[src/core/vsafd_pkg.sv]
// package for the state, afi and dsfid command handler
// Functional notes
// - reset to ready 26h moves tag to Ready
// - addressed mode replies only on own UID
// - option flag on reset to ready ignored
// - request is flags, code, UID, parameter, CRC
// - success reply is flags byte and CRC
// - reset to ready errors use 0Fh only
// - select errors use 03h, 0Fh
// - write AFI 27h stores family identifier
// - option flag set waits for frame end
// - program time is reply delay plus slots
// - write errors 12h locked, 13h failed
// - lock AFI 28h locks family identifier
// - lock errors 11h locked, 14h failed
// - write DSFID 29h stores format identifier
// - lock DSFID 2Ah locks format identifier
// - select matches enter Selected, others Ready
package vsafd_pkg;
	localparam logic [7:0] CMD_SELECT      = 8'h25;
	localparam logic [7:0] CMD_RESET_READY = 8'h26;
	localparam logic [7:0] CMD_WRITE_AFI   = 8'h27;
	localparam logic [7:0] CMD_LOCK_AFI    = 8'h28;
	localparam logic [7:0] CMD_WRITE_DSFID = 8'h29;
	localparam logic [7:0] CMD_LOCK_DSFID  = 8'h2A;
	localparam logic [7:0] ERR_OPTION      = 8'h03;
	localparam logic [7:0] ERR_GENERIC     = 8'h0F;
	localparam logic [7:0] ERR_LOCKED_AGN  = 8'h11;
	localparam logic [7:0] ERR_LOCKED      = 8'h12;
	localparam logic [7:0] ERR_PROG_FAIL   = 8'h13;
	localparam logic [7:0] ERR_LOCK_FAIL   = 8'h14;
	localparam logic [7:0] RESP_FLAGS_OK   = 8'h00;
	localparam logic [7:0] RESP_FLAGS_ERR  = 8'h01;
	// request flag bit positions
	localparam int FLAG_INVENTORY = 2;
	localparam int FLAG_ADDRESSED = 5;
	localparam int FLAG_OPTION    = 6;
	// timing, in ns
	localparam int NOMINAL_REPLY_DELAY_NS = 320900;
	localparam int SLOT_TIME_NS           = 302000;
	localparam int CLK_PERIOD_NS          = 10;
	localparam int NOMINAL_REPLY_CYC      = NOMINAL_REPLY_DELAY_NS / CLK_PERIOD_NS;
	localparam int SLOT_CYC               = SLOT_TIME_NS / CLK_PERIOD_NS;
	localparam int PROG_SLOTS             = 2;
	localparam logic [7:0] AFI_RESET      = 8'h00;
	localparam logic [7:0] DSFID_RESET    = 8'h00;
	typedef enum logic [1:0] {
		VSAFD_POWER_OFF,
		VSAFD_READY,
		VSAFD_QUIET,
		VSAFD_SELECTED
	} vsafd_tag_state_t;
	// decoded request from the frame receiver
	typedef struct packed {
		logic [7:0]  flags;
		logic [7:0]  code;
		logic [63:0] uid;
		logic [7:0]  param;
		logic        crc_ok;
	} vsafd_req_t;
	// reply handed to the frame transmitter
	typedef struct packed {
		logic [7:0] flags;
		logic [7:0] err_code;
		logic       has_err;
	} vsafd_resp_t;
	// request to the non-volatile store
	typedef struct packed {
		logic       wr_afi;
		logic       wr_dsfid;
		logic       lock_afi;
		logic       lock_dsfid;
		logic [7:0] data;
	} vsafd_nvm_t;
endpackage

[src/core/vsafd_cmd.sv]
// command handler for select, reset to ready, afi and dsfid commands
`timescale 1ns/100ps
`default_nettype none
module vsafd_cmd #(
	parameter int NOMINAL_CYC = 32090,
	parameter int SLOT_CYCLES = 30200,
	parameter int SLOTS       = 2
) (
	input  wire logic                       clk,
	input  wire logic                       resetn,
	input  wire logic [63:0]                own_uid,
	input  wire logic                       req_valid,
	input  wire vsafd_pkg::vsafd_req_t      req,
	input  wire logic                       req_eof,
	input  wire logic                       nvm_afi_locked,
	input  wire logic                       nvm_dsfid_locked,
	input  wire logic                       nvm_ok,
	input  wire logic                       nvm_done,
	output logic                            nvm_valid,
	output vsafd_pkg::vsafd_nvm_t           nvm_req,
	output logic                            resp_valid,
	output vsafd_pkg::vsafd_resp_t          resp,
	output vsafd_pkg::vsafd_tag_state_t     tag_state,
	output logic                            busy
);
	import vsafd_pkg::*;

	typedef enum logic [2:0] {
		VSAFD_IDLE,
		VSAFD_PROG,
		VSAFD_WAIT_EOF,
		VSAFD_WAIT_TIMER
	} vsafd_ctl_t;

	vsafd_ctl_t ctl;
	logic       timer_start;
	logic       timer_done;
	logic       timer_seen;
	logic       prog_ok;
	logic       eof_seen;
	logic       is_write;
	logic [7:0] pend_code;

	wire logic addressed  = req.flags[FLAG_ADDRESSED];
	wire logic opt_flag   = req.flags[FLAG_OPTION];
	wire logic inv_flag   = req.flags[FLAG_INVENTORY];
	wire logic uid_match  = (req.uid == own_uid);
	// answer only own UID when addressed
	wire logic for_me     = !addressed || uid_match;
	wire logic take       = req_valid && req.crc_ok && ctl == VSAFD_IDLE;
	wire logic is_sel     = req.code == CMD_SELECT;
	wire logic is_rtr     = req.code == CMD_RESET_READY;
	wire logic is_wafi    = req.code == CMD_WRITE_AFI;
	wire logic is_lafi    = req.code == CMD_LOCK_AFI;
	wire logic is_wdsf    = req.code == CMD_WRITE_DSFID;
	wire logic is_ldsf    = req.code == CMD_LOCK_DSFID;
	wire logic is_nv      = is_wafi || is_lafi || is_wdsf || is_ldsf;
	wire logic quiet      = tag_state == VSAFD_QUIET;
	// inventory flag set is an unspecified error
	wire logic bad_inv    = inv_flag;
	// select with option flag fails with 03h
	wire logic sel_err    = is_sel && (opt_flag || bad_inv);
	wire logic [7:0] sel_code = bad_inv ? ERR_GENERIC : ERR_OPTION;
	wire logic nv_locked  = (is_wafi || is_lafi) ? nvm_afi_locked : nvm_dsfid_locked;
	wire logic [7:0] lock_code = (is_wafi || is_wdsf) ? ERR_LOCKED : ERR_LOCKED_AGN;
	wire logic [7:0] fail_code = (pend_code == CMD_WRITE_AFI || pend_code == CMD_WRITE_DSFID)
		? ERR_PROG_FAIL : ERR_LOCK_FAIL;

	// timer expiry is remembered so a slow store cannot hide it
	wire logic timer_end  = timer_done || timer_seen;

	vsafd_delay #(
		.BASE_CYC (NOMINAL_CYC),
		.SLOT_CYC (SLOT_CYCLES),
		.SLOTS    (SLOTS)
	) u_delay (
		.clk    (clk),
		.resetn (resetn),
		.start  (timer_start),
		.done   (timer_done)
	);

	// tag state transitions
	always_ff @(posedge clk or negedge resetn) begin
		if (!resetn) begin
			tag_state <= VSAFD_READY;
		end else if (take && is_sel && !bad_inv && !opt_flag) begin
			// match selects, mismatch drops to Ready
			if (uid_match)
				tag_state <= VSAFD_SELECTED;
			else if (tag_state == VSAFD_SELECTED)
				tag_state <= VSAFD_READY;
		end else if (take && is_rtr && for_me && !bad_inv) begin
			tag_state <= VSAFD_READY;
		end
	end

	// reply and programming control
	always_ff @(posedge clk or negedge resetn) begin
		if (!resetn) begin
			ctl         <= VSAFD_IDLE;
			resp_valid  <= 1'b0;
			resp        <= '0;
			nvm_valid   <= 1'b0;
			nvm_req     <= '0;
			timer_start <= 1'b0;
			prog_ok     <= 1'b0;
			eof_seen    <= 1'b0;
			timer_seen  <= 1'b0;
			is_write    <= 1'b0;
			pend_code   <= 8'h00;
			busy        <= 1'b0;
		end else begin
			resp_valid  <= 1'b0;
			nvm_valid   <= 1'b0;
			timer_start <= 1'b0;
			unique case (ctl)
				VSAFD_IDLE: begin
					if (take && is_sel && uid_match && sel_err) begin
						resp_valid <= 1'b1;
						resp       <= '{RESP_FLAGS_ERR, sel_code, 1'b1};
					end else if (take && is_sel && uid_match) begin
						resp_valid <= 1'b1;
						resp       <= '{RESP_FLAGS_OK, 8'h00, 1'b0};
					end else if (take && is_rtr && for_me && !quiet) begin
						// reply with or without error code
						resp_valid <= 1'b1;
						resp       <= bad_inv ? vsafd_resp_t'{RESP_FLAGS_ERR, ERR_GENERIC, 1'b1}
							: vsafd_resp_t'{RESP_FLAGS_OK, 8'h00, 1'b0};
					end else if (take && is_nv && for_me) begin
						if (bad_inv) begin
							resp_valid <= 1'b1;
							resp       <= '{RESP_FLAGS_ERR, ERR_GENERIC, 1'b1};
						end else if (nv_locked) begin
							resp_valid <= 1'b1;
							resp       <= '{RESP_FLAGS_ERR, lock_code, 1'b1};
						end else begin
							nvm_valid   <= 1'b1;
							nvm_req     <= '{is_wafi, is_wdsf, is_lafi, is_ldsf, req.param};
							pend_code   <= req.code;
							is_write    <= opt_flag;
							eof_seen    <= 1'b0;
							timer_seen  <= 1'b0;
							prog_ok     <= 1'b1;
							busy        <= 1'b1;
							timer_start <= 1'b1;
							ctl         <= VSAFD_PROG;
						end
					end
				end
				VSAFD_PROG: begin
					if (req_eof)
						eof_seen <= 1'b1;
					if (timer_done)
						timer_seen <= 1'b1;
					if (nvm_done) begin
						prog_ok <= nvm_ok;
						ctl     <= VSAFD_WAIT_TIMER;
					end
				end
				VSAFD_WAIT_TIMER: begin
					if (req_eof)
						eof_seen <= 1'b1;
					// reply only after full program cycle
					if (timer_end)
						ctl <= is_write ? VSAFD_WAIT_EOF : VSAFD_IDLE;
					if (timer_end && !is_write) begin
						resp_valid <= 1'b1;
						resp       <= prog_ok ? vsafd_resp_t'{RESP_FLAGS_OK, 8'h00, 1'b0}
							: vsafd_resp_t'{RESP_FLAGS_ERR, fail_code, 1'b1};
						busy       <= 1'b0;
					end
				end
				VSAFD_WAIT_EOF: begin
					// option flag waits for reader frame end
					if (req_eof || eof_seen) begin
						resp_valid <= 1'b1;
						resp       <= prog_ok ? vsafd_resp_t'{RESP_FLAGS_OK, 8'h00, 1'b0}
							: vsafd_resp_t'{RESP_FLAGS_ERR, fail_code, 1'b1};
						busy       <= 1'b0;
						eof_seen   <= 1'b0;
						ctl        <= VSAFD_IDLE;
					end
				end
				default: ctl <= VSAFD_IDLE;
			endcase
		end
	end

	a_crc_silent: assert property (@(posedge clk) disable iff (!resetn)
		(req_valid && !req.crc_ok && ctl == VSAFD_IDLE) |=> !resp_valid && !nvm_valid)
		else $error("reply after bad crc");
	a_rtr_ready: assert property (@(posedge clk) disable iff (!resetn)
		(take && is_rtr && for_me && !bad_inv) |=> tag_state == VSAFD_READY)
		else $error("reset to ready missed");
	a_uid_quiet: assert property (@(posedge clk) disable iff (!resetn)
		(take && addressed && !uid_match) |=> !resp_valid)
		else $error("reply to foreign uid");
	a_sel_enter: assert property (@(posedge clk) disable iff (!resetn)
		(take && is_sel && uid_match && !sel_err) |=> tag_state == VSAFD_SELECTED && resp_valid)
		else $error("select not entered");
	a_sel_err: assert property (@(posedge clk) disable iff (!resetn)
		(take && is_sel && uid_match && opt_flag && !bad_inv) |=> resp_valid && resp.err_code == ERR_OPTION)
		else $error("select option error wrong");
	a_lock_err: assert property (@(posedge clk) disable iff (!resetn)
		(take && is_nv && for_me && !bad_inv && nv_locked) |=> resp_valid && resp.has_err && !nvm_valid)
		else $error("locked target programmed");
	a_lock_code: assert property (@(posedge clk) disable iff (!resetn)
		(take && (is_lafi || is_ldsf) && for_me && !bad_inv && nv_locked) |=> resp.err_code == ERR_LOCKED_AGN)
		else $error("lock code wrong");
	a_wr_code: assert property (@(posedge clk) disable iff (!resetn)
		(take && (is_wafi || is_wdsf) && for_me && !bad_inv && nv_locked) |=> resp.err_code == ERR_LOCKED)
		else $error("write lock code wrong");
	a_no_early: assert property (@(posedge clk) disable iff (!resetn)
		(ctl == VSAFD_PROG) |-> !resp_valid)
		else $error("reply during programming");
	a_eof_wait: assert property (@(posedge clk) disable iff (!resetn)
		(ctl == VSAFD_WAIT_EOF && !req_eof && !eof_seen) |=> !resp_valid)
		else $error("reply before eof");
	c_select: cover property (@(posedge clk) take && is_sel && uid_match);
	c_rtr: cover property (@(posedge clk) take && is_rtr);
	c_write: cover property (@(posedge clk) nvm_valid && nvm_req.wr_afi);
	c_eof: cover property (@(posedge clk) ctl == VSAFD_WAIT_EOF && req_eof);
endmodule
`default_nettype wire

[src/core/vsafd_delay.sv]
// program cycle timer: nominal reply delay plus whole slots
`timescale 1ns/100ps
`default_nettype none
module vsafd_delay #(
	parameter int BASE_CYC = 32090,
	parameter int SLOT_CYC = 30200,
	parameter int SLOTS    = 2
) (
	input  wire logic clk,
	input  wire logic resetn,
	input  wire logic start,
	output logic      done
);
	localparam int TOTAL = BASE_CYC + SLOT_CYC * SLOTS;
	logic [31:0] count;
	logic        busy;
	always_ff @(posedge clk or negedge resetn) begin
		if (!resetn) begin
			count <= 32'h0;
			busy  <= 1'b0;
			done  <= 1'b0;
		end else begin
			done <= 1'b0;
			if (start) begin
				count <= 32'(TOTAL - 1);
				busy  <= 1'b1;
			end else if (busy) begin
				if (count == 32'h0) begin
					busy <= 1'b0;
					done <= 1'b1;
				end else begin
					count <= count - 32'h1;
				end
			end
		end
	end
endmodule
`default_nettype wire

[config.mk]
export PLATFORM = sky130hd
export DESIGN_NAME = vsafd_cmd
export DESIGN_NICKNAME = d
export VERILOG_FILES = /design/src/core/vsafd_pkg.sv /design/src/core/vsafd_cmd.sv /design/src/core/vsafd_delay.sv
export SDC_FILE = /design/constraint.sdc
export NUM_CORES = 1
export LEC_CHECK = 0
export BUFFER_PORTS_ARGS = -buffer_cell sky130_fd_sc_hd__buf_4
export CAP_MARGIN = 20
export CORE_MARGIN = 4
export CORE_UTILIZATION = 45
export DETAILED_ROUTE_END_ITERATION = 10
export PLACE_DENSITY = 0.79
export SYNTH_ARGS = -nofsm -noshare
export SYNTH_HDL_FRONTEND = slang
export SYNTH_SLANG_ARGS = --single-unit
[constraint.sdc]
create_clock -name clk -period 2.9 [get_ports clk]
set_clock_uncertainty 0.15 [all_clocks]
set_input_delay 0.435 -clock clk [delete_from_list [all_inputs] [get_ports clk]]
set_output_delay 0.435 -clock clk [all_outputs]
set_load 0.05 [all_outputs]
==> reports/results.tsv, run 1 <==
metric	value	unit
Multi-input gate area	2270	um2
Setup Buffers After CTS	0	
vias in the first global route	3857	
switch share	0.365	
Final nets	763	
first-pass GRT wire length	19.0	mm
Final Cycle Share	0.961	
Hold Buf Count CTS	0	
Least-Margin Pin Slew	0.856	ns
Place WS	0.102	ns
die area	10800	um2
Synth cell types	55	
Min Hold Slack	0.0461	ns
Worst setup SP type	register	
# H-tree levels	3	
commonest non-fill, non-tap cell in the layout	buf_4	
Clock Pin Slew Worst Setup and Hold Paths	0.08	ns
fmax	0.359	GHz
fin crit period	2.79	ns
Cells after Synth	420	
fillers	711	
layout cell share with drive strength beyond 1	0.381	
CTS root buf	clkbuf_8	
Tot Pwr	2.81	mW
initial antenna violation count	0	
Clk pwr share	0.264	
DRT iter0 DRCs	151	
RSZ-0062 raised after global routing	false	
TritonCTS Buffers	9	
Worst Setup End Kind	register	
Layout area overhead	39.0	%
register area	1750	um2
ANT nets after route	0	
largest net degree at the start of global routing	71	
final number of hold-violating endpoints	0	
flops & latches, synth	70	
Core Util, Final	0.652	
Avg Cell Area, Syn	9.88	um2
Reg2Reg Launch Point	u_delay.count[10]$_DFFE_PN0P_	
asr flop ratio synth	1.00	
Max stage delay on crit path	0.56	ns
CTS tree	done	
Post-synth EDFFs	0	
final worst slack	0.113	ns
relative slew slack	0.429	
row count	34	
IO Pins	195	
Post-Layout Cell Count	714	
status	finished, final reports clean	
cells along the critical path	or4_4 > or3_4 > o41a_4 > o21ai_4 > nor3_1 > xnor2_1 > nand2_1	
post-DP HPWL	9.48	mm
Tightest Hold Check Type	input pin to async pin	
design area	5770	um2
final WL	11.8	mm
Pwr per Cell Area	487	nW/um2
Worst EP arrival	2.85	ns
gpl congestion	0.914	
Max Cap Viol	0	
Crit Path Class	register to register	
DRC	0	
# clock sinks	70	
reg-to-reg setup timing slack	0.11	ns
Combinational Power Share	0.332	
# port buffers	178	
max-slew violations	0	
Sequential Power Share	0.404	
Leakage	2.77	nW
IR drop worst, VDD	410	uV
Die Wd	104	um
endpoints failing setup	0	
CP required	2.96	ns
area of the mapped netlist	4150	um2
dominant synthesized flop cell	dfrtp_1	
Max FO, Critical Path	8	
Initial Util	0.469	
reg2reg end	u_delay.count[16]$_DFFE_PN0P_	
register area share after synthesis	0.422	
Crit-path slowest cell	or4_4	
Pint	1.78	mW
synth warn	0	
most frequent cells in the layout	buf_4 (183), xnor2_1 (77), dfrtp_1 (70)	
routed vias/inst	5.24	
Antenna Cells	0	
GRT Overall Usage	0.216	
Net Sw Power	1.03	mW
buffer and inverter count on the worst path	0	
TNS Setup	0	ns
CP delay by family, top	simple AND/OR/NAND/NOR gates	
Skew-Pair Late Insertion Delay	0.35	ns
DP Area	5570	um2
drt pass-1 iters	4	
total grt overflow	0	
Worst Reg2Reg Path Length in Cells	7	
die height	104	um
via count	3742	
cell count after placement	698	
average wire per standard cell	16.5	um
Core Box Area	8850	um2
clock buffer depth	2	
-- power groups by stage --
stage,registers [mW],clock network [mW],logic [mW]
5_1_grt,1.15,0.810,1.00
3_3_place_gp,1.15,0,0.909
3_5_place_dp,1.15,0,0.928
6_report,1.14,0.741,0.934
2_1_floorplan,1.27,0,0.453
4_1_cts,1.13,0.761,0.931
-- how the worst max path moves through the flow --
stage	cells after the start	slack, ns	startpoint	endpoint
2_1_floorplan	8	0.23	u_delay.count[10]$_DFFE_PN0P_	u_delay.count[12]$_DFFE_PN0P_
3_3_place_gp	7	0.13	u_delay.count[10]$_DFFE_PN0P_	u_delay.count[16]$_DFFE_PN0P_
3_5_place_dp	7	0.10	u_delay.count[10]$_DFFE_PN0P_	u_delay.count[12]$_DFFE_PN0P_
4_1_cts	7	0.08	u_delay.count[10]$_DFFE_PN0P_	u_delay.count[12]$_DFFE_PN0P_
5_1_grt	7	0.009	u_delay.count[10]$_DFFE_PN0P_	u_delay.count[16]$_DFFE_PN0P_
6_report	7	0.11	u_delay.count[10]$_DFFE_PN0P_	u_delay.count[16]$_DFFE_PN0P_
-- flip-flops by register name (all words and copies together), names as in the netlist --
| register | flops |
|---|---|
| timer_seen | 1 |
| timer_start | 1 |
| tag_state | 1 |
| u_delay.done | 1 |
| pend_code | 8 |
| u_delay.busy | 1 |
| eof_seen | 1 |
| is_write | 1 |
| nvm_req | 12 |
| busy | 1 |
| ctl | 2 |
| resp_valid | 1 |
| prog_ok | 1 |
| resp | 6 |
| u_delay.count | 32 |
-- repair_timing --
action,in CTS,in global routing
endpoints found under the setup margin,0,6
hold endpoints to repair,0,0
gates resized for setup,0,2
-- logic make-up after synthesis --
group	count (synthesis)	share of synthesized area
AND/OR/NAND/NOR	155	0.193
AO/OA/AOI/OAI	48	0.0877
XOR/XNOR	91	0.192
adder cells (fa/ha/maj)	1	0.00301
flip-flops	70	0.422
other	2	0.00181
multiplexers	22	0.0591
buffers and inverters	31	0.0410
-- layout make-up --
class / count / area share
repair buffers: 184 / 0.242
flip-flops and latches: 70 / 0.304
well taps: 108 / 0.0234
inverters: 8 / 0.00520
clock inverters: 7 / 0.0111
multi-input cells: 328 / 0.394
clock buffers: 9 / 0.0215
-- layer usage --
metal | global-route usage | vias up | routed length [um]
met2 | 0.387 | 124 | 6250
met1 | 0.260 | 1806 | 4760
met4 | 0.0532 | 0 | 87
li1 | - | 1804 | -
met5 | 0 | - | 0
met3 | 0.0521 | 8 | 682
-- Yosys cell counts, types with 4 or more instances --
master | n | area, um2
nor3_1 | 9 | 45.0
nor2_1 | 48 | 180
clkbuf_1 | 9 | 33.8
nor2b_1 | 5 | 31.3
o21ai_0 | 9 | 45.0
nand3_1 | 5 | 25.0
nand4_1 | 18 | 113
nor4_1 | 13 | 81.3
dfrtp_1 | 70 | 1750
nand3b_1 | 4 | 30.0
xnor2_1 | 77 | 674
inv_1 | 8 | 30.0
a21oi_1 | 11 | 55.1
buf_4 | 12 | 90.1
nand2_1 | 28 | 105
mux2_2 | 20 | 225
nand2b_1 | 5 | 31.3
xor2_1 | 14 | 123
(Power assumes the default switching activity.)
==> inputs of run 2 (changes only) <==
--- a/config.mk
+++ b/config.mk
@@ -11,6 +11,7 @@
 export CORE_UTILIZATION = 45
 export DETAILED_ROUTE_END_ITERATION = 10
 export PLACE_DENSITY = 0.79
+export RECOVER_POWER = 25
 export SYNTH_ARGS = -nofsm -noshare
 export SYNTH_HDL_FRONTEND = slang
 export SYNTH_SLANG_ARGS = --single-unit
==> run 2 against run 1 <==
Compared with the run above: the run now ends with capacitance limit, slew limit left; global-route usage is the same; sequential power about the same; sequential share of layout area about the same; flip-flop and latch count unchanged; register-to-register slack about the same; critical path type unchanged; largest power group unchanged.
==> reports/results.tsv, run 2 (synthesized netlist as in run 1, its figures left out) <==
metric	value	unit
ANT nets after route	0	
vias in the first global route	3857	
Net Sw Power	1.03	mW
initial antenna violation count	0	
max FFs per register	32	
Pwr per Cell Area	488	nW/um2
Max Cap Viol	1	
# port buffers	178	
endpoints failing setup	0	
failing checks	capacitance limit, slew limit	
largest net degree at the start of global routing	71	
Tightest Hold Check Type	input pin to register	
IO Pins	195	
via count	3742	
switch share	0.366	
routed vias/inst	5.24	
Worst Setup End Kind	register	
Worst Reg2Reg Path Length in Cells	7	
die height	104	um
final number of hold-violating endpoints	0	
Initial Util	0.469	
reg2reg end	u_delay.count[16]$_DFFE_PN0P_	
Reg with most FFs	u_delay.count	
RSZ-0062 raised after global routing	false	
# clock sinks	70	
Post-Layout Cell Count	714	
drt pass-1 iters	4	
Setup Buffers After CTS	0	
row count	34	
most frequent cells in the layout	buf_4 (182), xnor2_1 (77), dfrtp_1 (70)	
Regs by FF count	u_delay.count: 32 flops, nvm_req: 12 flops, pend_code: 8 flops	
Crit Path Class	register to register	
CTS root buf	clkbuf_8	
Worst EP arrival	2.85	ns
Die Wd	104	um
Tot Pwr	2.81	mW
Antenna Cells	0	
cell count after placement	698	
Pint	1.78	mW
Worst setup SP type	register	
Clock Pin Slew Worst Setup and Hold Paths	0.09	ns
TNS Setup	0	ns
clock buffer depth	2	
max-slew violations	71	
Combinational Power Share	0.332	
Sequential Power Share	0.404	
# H-tree levels	3	
IR drop worst, VDD	410	uV
die area	10800	um2
Least-Margin Pin Slew	1.68	ns
final WL	11.8	mm
GRT Overall Usage	0.216	
Reg2Reg Launch Point	u_delay.count[10]$_DFFE_PN0P_	
Top Layer Used	met4	
worst setup path start	u_delay.count[10]$_DFFE_PN0P_	
DRT iter0 DRCs	151	
Clk pwr share	0.264	
Max FO, Critical Path	8	
Layout area overhead	39.0	%
total grt overflow	0	
DRC	0	
commonest non-fill, non-tap cell in the layout	buf_4	
gpl congestion	0.914	
Leakage	2.77	nW
first-pass GRT wire length	19.0	mm
crit path capture	u_delay.count[16]$_DFFE_PN0P_	
met3 WL	683	um
Final nets	763	
Core Box Area	8850	um2
relative slew slack	-0.122	
fin crit period	2.79	ns
Final Cycle Share	0.961	
CTS tree	done	
fillers	712	
routed wl met2	6.25	mm
post-DP HPWL	9.48	mm
Met1 Wirelength	4.76	mm
average wire per standard cell	16.5	um
fmax	0.359	GHz
status	finished, violations left	
Skew-Pair Late Insertion Delay	0.35	ns
TritonCTS Buffers	9	
layout cell share with drive strength beyond 1	0.381	
reg-to-reg setup timing slack	0.11	ns
CP required	2.96	ns
-- run 2: changes by cell type in the layout (fill, tap and decap cells not counted), sizes merged --
cell / before / now
clkbuf: 9 / 10
buf: 184 / 183
-- run 2: final cells by class --
type	count	area (um2)	share of cell area
Sequential cell	70	1750	0.304
Clock inverter	7	63.8	0.0111
Clock buffer	9	124	0.0215
Multi-Input combinational cell	328	2270	0.394
Timing Repair Buffer	184	1390	0.241
Inverter	8	30.0	0.00521
Tap cell	108	135	0.0234
-- run 2: what timing repair did --
action	4_1_cts	5_1_grt
setup endpoints to repair	0	6
hold buffers	0	0
gates resized for setup	0	2
-- run 2: how the worst min path moves through the flow --
| stage | from | to | slack, ns | cells past startpoint |
|---|---|---|---|---|
| CTS | resetn | timer_start$_DFF_PN0_ | 0.07 | 1 |
| floorplan | resetn | busy$_DFFE_PN0P_ | -0.01 | 0 |
| global route | req[2] | nvm_req[1]$_DFFE_PN0P_ | 0.15 | 2 |
| detailed placement | pend_code[5]$_DFFE_PN0P_ | pend_code[5]$_DFFE_PN0P_ | 0.31 | 1 |
| global placement | pend_code[5]$_DFFE_PN0P_ | pend_code[5]$_DFFE_PN0P_ | 0.30 | 1 |
| finish | req[2] | nvm_req[1]$_DFFE_PN0P_ | 0.16 | 2 |
-- run 2: critical path, cell delays in order, from the launching register on --
cell	delay [ns]
dfrtp_1	0.41
or4_4	0.56
or3_4	0.38
o41a_4	0.56
o21ai_4	0.29
nor3_1	0.10
xnor2_1	0.15
nand2_1	0.07
-- run 2: power by group through the flow --
stage	registers, mW	clock network [mW]	logic (mW)
2_1_floorplan	1.27	0	0.453
3_3_place_gp	1.15	0	0.909
3_5_place_dp	1.15	0	0.928
4_1_cts	1.13	0.761	0.931
5_1_grt	1.15	0.810	1.00
6_report	1.14	0.741	0.933
-- run 2: layer usage --
metal,global-route usage,vias up
met5,0,-
met4,0.0532,0
met3,0.0521,8
met2,0.387,124
met1,0.260,1806
li1,-,1804
-- run 2: per-stage QoR --
step	setup WS (ns)	util	instance area [um2]	hold slack, ns
after CTS	0.0783	0.651	5760	0.0707
after floorplan	0.229	-	4180	-0.0106
final	0.113	0.652	5770	0.160
after global placement	0.132	0.630	5570	0.296
after global routing	0.00940	0.652	5770	0.148
after detailed placement	0.102	0.630	5570	0.305
==> inputs of run 3 (changes only) <==
==> constraint.sdc (replaced) <==
create_clock -name clk -period 3.3 [get_ports clk]
set_clock_uncertainty 0.15 [all_clocks]
set_input_delay 0.495 -clock clk [delete_from_list [all_inputs] [get_ports clk]]
set_output_delay 0.495 -clock clk [all_outputs]
set_load 0.05 [all_outputs]
==> run 3 against run 2 <==
Compared with the run above: the flow still finishes with violations (capacitance limit, slew limit); first-iteration DRC count is 9.9% higher; power is 12% lower; count of clock-buffer cells in the layout is 3 higher; final area is 0.52% lower; non-clock buffer count is 2 lower; largest cell class unchanged; highest routed layer unchanged.
==> reports/results.tsv, run 3 (synthesized netlist as in run 1, its figures left out) <==
metric	value	unit
status	finished, violations left	
failing checks	capacitance limit, slew limit	
RSZ-0062 raised after global routing	false	
relative slew slack	-0.114	
Worst Setup End Kind	register	
Place WS	0.288	ns
Worst setup SP type	register	
total grt overflow	0	
Least-Margin Pin Slew	1.67	ns
Combinational Power Share	0.330	
reg2reg end	u_delay.count[16]$_DFFE_PN0P_	
CTS tree	done	
Core Box Area	8850	um2
reg-to-reg setup timing slack	0.37	ns
# clock sinks	70	
Antenna Cells	0	
Max Cap Viol	1	
DRT iter0 DRCs	166	
Net Sw Power	0.852	mW
endpoints failing setup	0	
vias in the first global route	3881	
first-pass GRT wire length	19.2	mm
gpl congestion	0.923	
Clock Pin Slew Worst Setup and Hold Paths	0.07	ns
fmax	0.342	GHz
Sequential Power Share	0.405	
IR drop worst, VDD	349	uV
via count	3740	
routed vias/inst	5.26	
row count	34	
# port buffers	178	
layout cell share with drive strength beyond 1	0.370	
Leakage	2.75	nW
Pwr per Cell Area	430	nW/um2
Final nets	761	
Worst Hold Launch	req[7]	
Layout area overhead	38.2	%
Initial Util	0.469	
fin crit period	2.93	ns
Crit Path Class	register to register	
GRT Overall Usage	0.218	
Hold Crit Endpoint	nvm_req[6]$_DFFE_PN0P_	
Tightest Hold Check Type	input pin to register	
cell count after placement	696	
Clk pwr share	0.266	
ANT nets after route	0	
Reg2Reg Launch Point	u_delay.count[10]$_DFFE_PN0P_	
average wire per standard cell	16.6	um
commonest non-fill, non-tap cell in the layout	buf_4	
largest net degree at the start of global routing	71	
cells resized by post-CTS repair	0	
TritonCTS Buffers	9	
final WL	11.8	mm
Hold Path Depth	2	
fillers	712	
max-slew violations	71	
die height	104	um
Worst EP arrival	2.98	ns
switch share	0.345	
Min Hold Slack	0.231	ns
drt pass-1 iters	4	
Worst Reg2Reg Path Length in Cells	7	
# H-tree levels	3	
most frequent cells in the layout	buf_4 (180), xnor2_1 (77), dfrtp_1 (70)	
initial antenna violation count	0	
TNS Setup	0	ns
Setup Buffers After CTS	0	
max FFs per register	32	
die area	10800	um2
Pint	1.62	mW
Hold Buf Count CTS	0	
Regs by FF count	u_delay.count: 32 flops, nvm_req: 12 flops, pend_code: 8 flops	
Max FO, Critical Path	9	
final number of hold-violating endpoints	0	
Die Wd	104	um
Reg with most FFs	u_delay.count	
Skew-Pair Late Insertion Delay	0.34	ns
clock buffer depth	2	
DRC	0	
post-DP HPWL	9.43	mm
Final Cycle Share	0.886	
Post-Layout Cell Count	711	
CTS root buf	clkbuf_8	
CP required	3.36	ns
final worst slack	0.375	ns
IO Pins	195	
[run 3: cell types whose count changed in the layout (fill, tap and decap cells not counted), sizes merged]
cell,previous run,this run
buf,183,181
bufinv,0,1
clkbuf,10,13
clkinvlp,2,1
inv,12,8
[run 3: worst max path at each step]
stage               depth (start not counted)                       endpoint  slack, ns                          start
CTS                                         7  u_delay.count[28]$_DFFE_PN0P_       0.37  u_delay.count[10]$_DFFE_PN0P_
floorplan                                   7           is_write$_DFFE_PN0P_       0.63                        req[77]
detailed placement                          8         nvm_req[4]$_DFFE_PN0P_       0.29                    own_uid[46]
global placement                            8         nvm_req[5]$_DFFE_PN0P_       0.31                    own_uid[46]
finish                                      7  u_delay.count[16]$_DFFE_PN0P_       0.37  u_delay.count[10]$_DFFE_PN0P_
global route                                7  u_delay.count[28]$_DFFE_PN0P_       0.21  u_delay.count[10]$_DFFE_PN0P_
[run 3: final cells by class]
| cell class | instances | area [um2] | share of cell area |
|---|---|---|---|
| clock buffer | 12 | 135 | 0.0236 |
| sequential | 70 | 1750 | 0.305 |
| multi-input combinational | 328 | 2260 | 0.394 |
| timing repair buffer | 182 | 1380 | 0.240 |
| clock inverter | 3 | 46.3 | 0.00807 |
| inverter | 8 | 30.0 | 0.00523 |
| tap | 108 | 135 | 0.0236 |
[run 3: critical path, stage by stage (launching register included)]
cell	delay [ns]
dfrtp_1	0.40
or4_4	0.55
or3_1	0.50
o41a_4	0.60
o21ai_4	0.27
nor3_1	0.10
xnor2_1	0.15
nand2_1	0.07
[run 3: stage by stage]
stage,cell area (um2),utilization,power (mW)
2_1_floorplan,4180,-,1.52
3_3_place_gp,5560,0.628,1.80
3_5_place_dp,5560,0.628,1.82
4_1_cts,5740,0.649,2.48
5_1_grt,5740,0.648,2.60
6_report,5740,0.648,2.47
[run 3: layer usage]
layer	wire length, um	share of wire	GRT usage
met5	0	0	0
met4	223	0.019	0.0484
met3	741	0.063	0.0633
met2	6000	0.51	0.381
met1	4860	0.41	0.265
[run 3: power groups by stage]
stage	combinational (mW)	clock [mW]	sequential [mW]
final	0.813	0.656	0.999
after global routing	0.876	0.713	1.01
after CTS	0.815	0.670	0.998
after detailed placement	0.810	0	1.01
after global placement	0.792	0	1.01
after floorplan	0.398	0	1.12
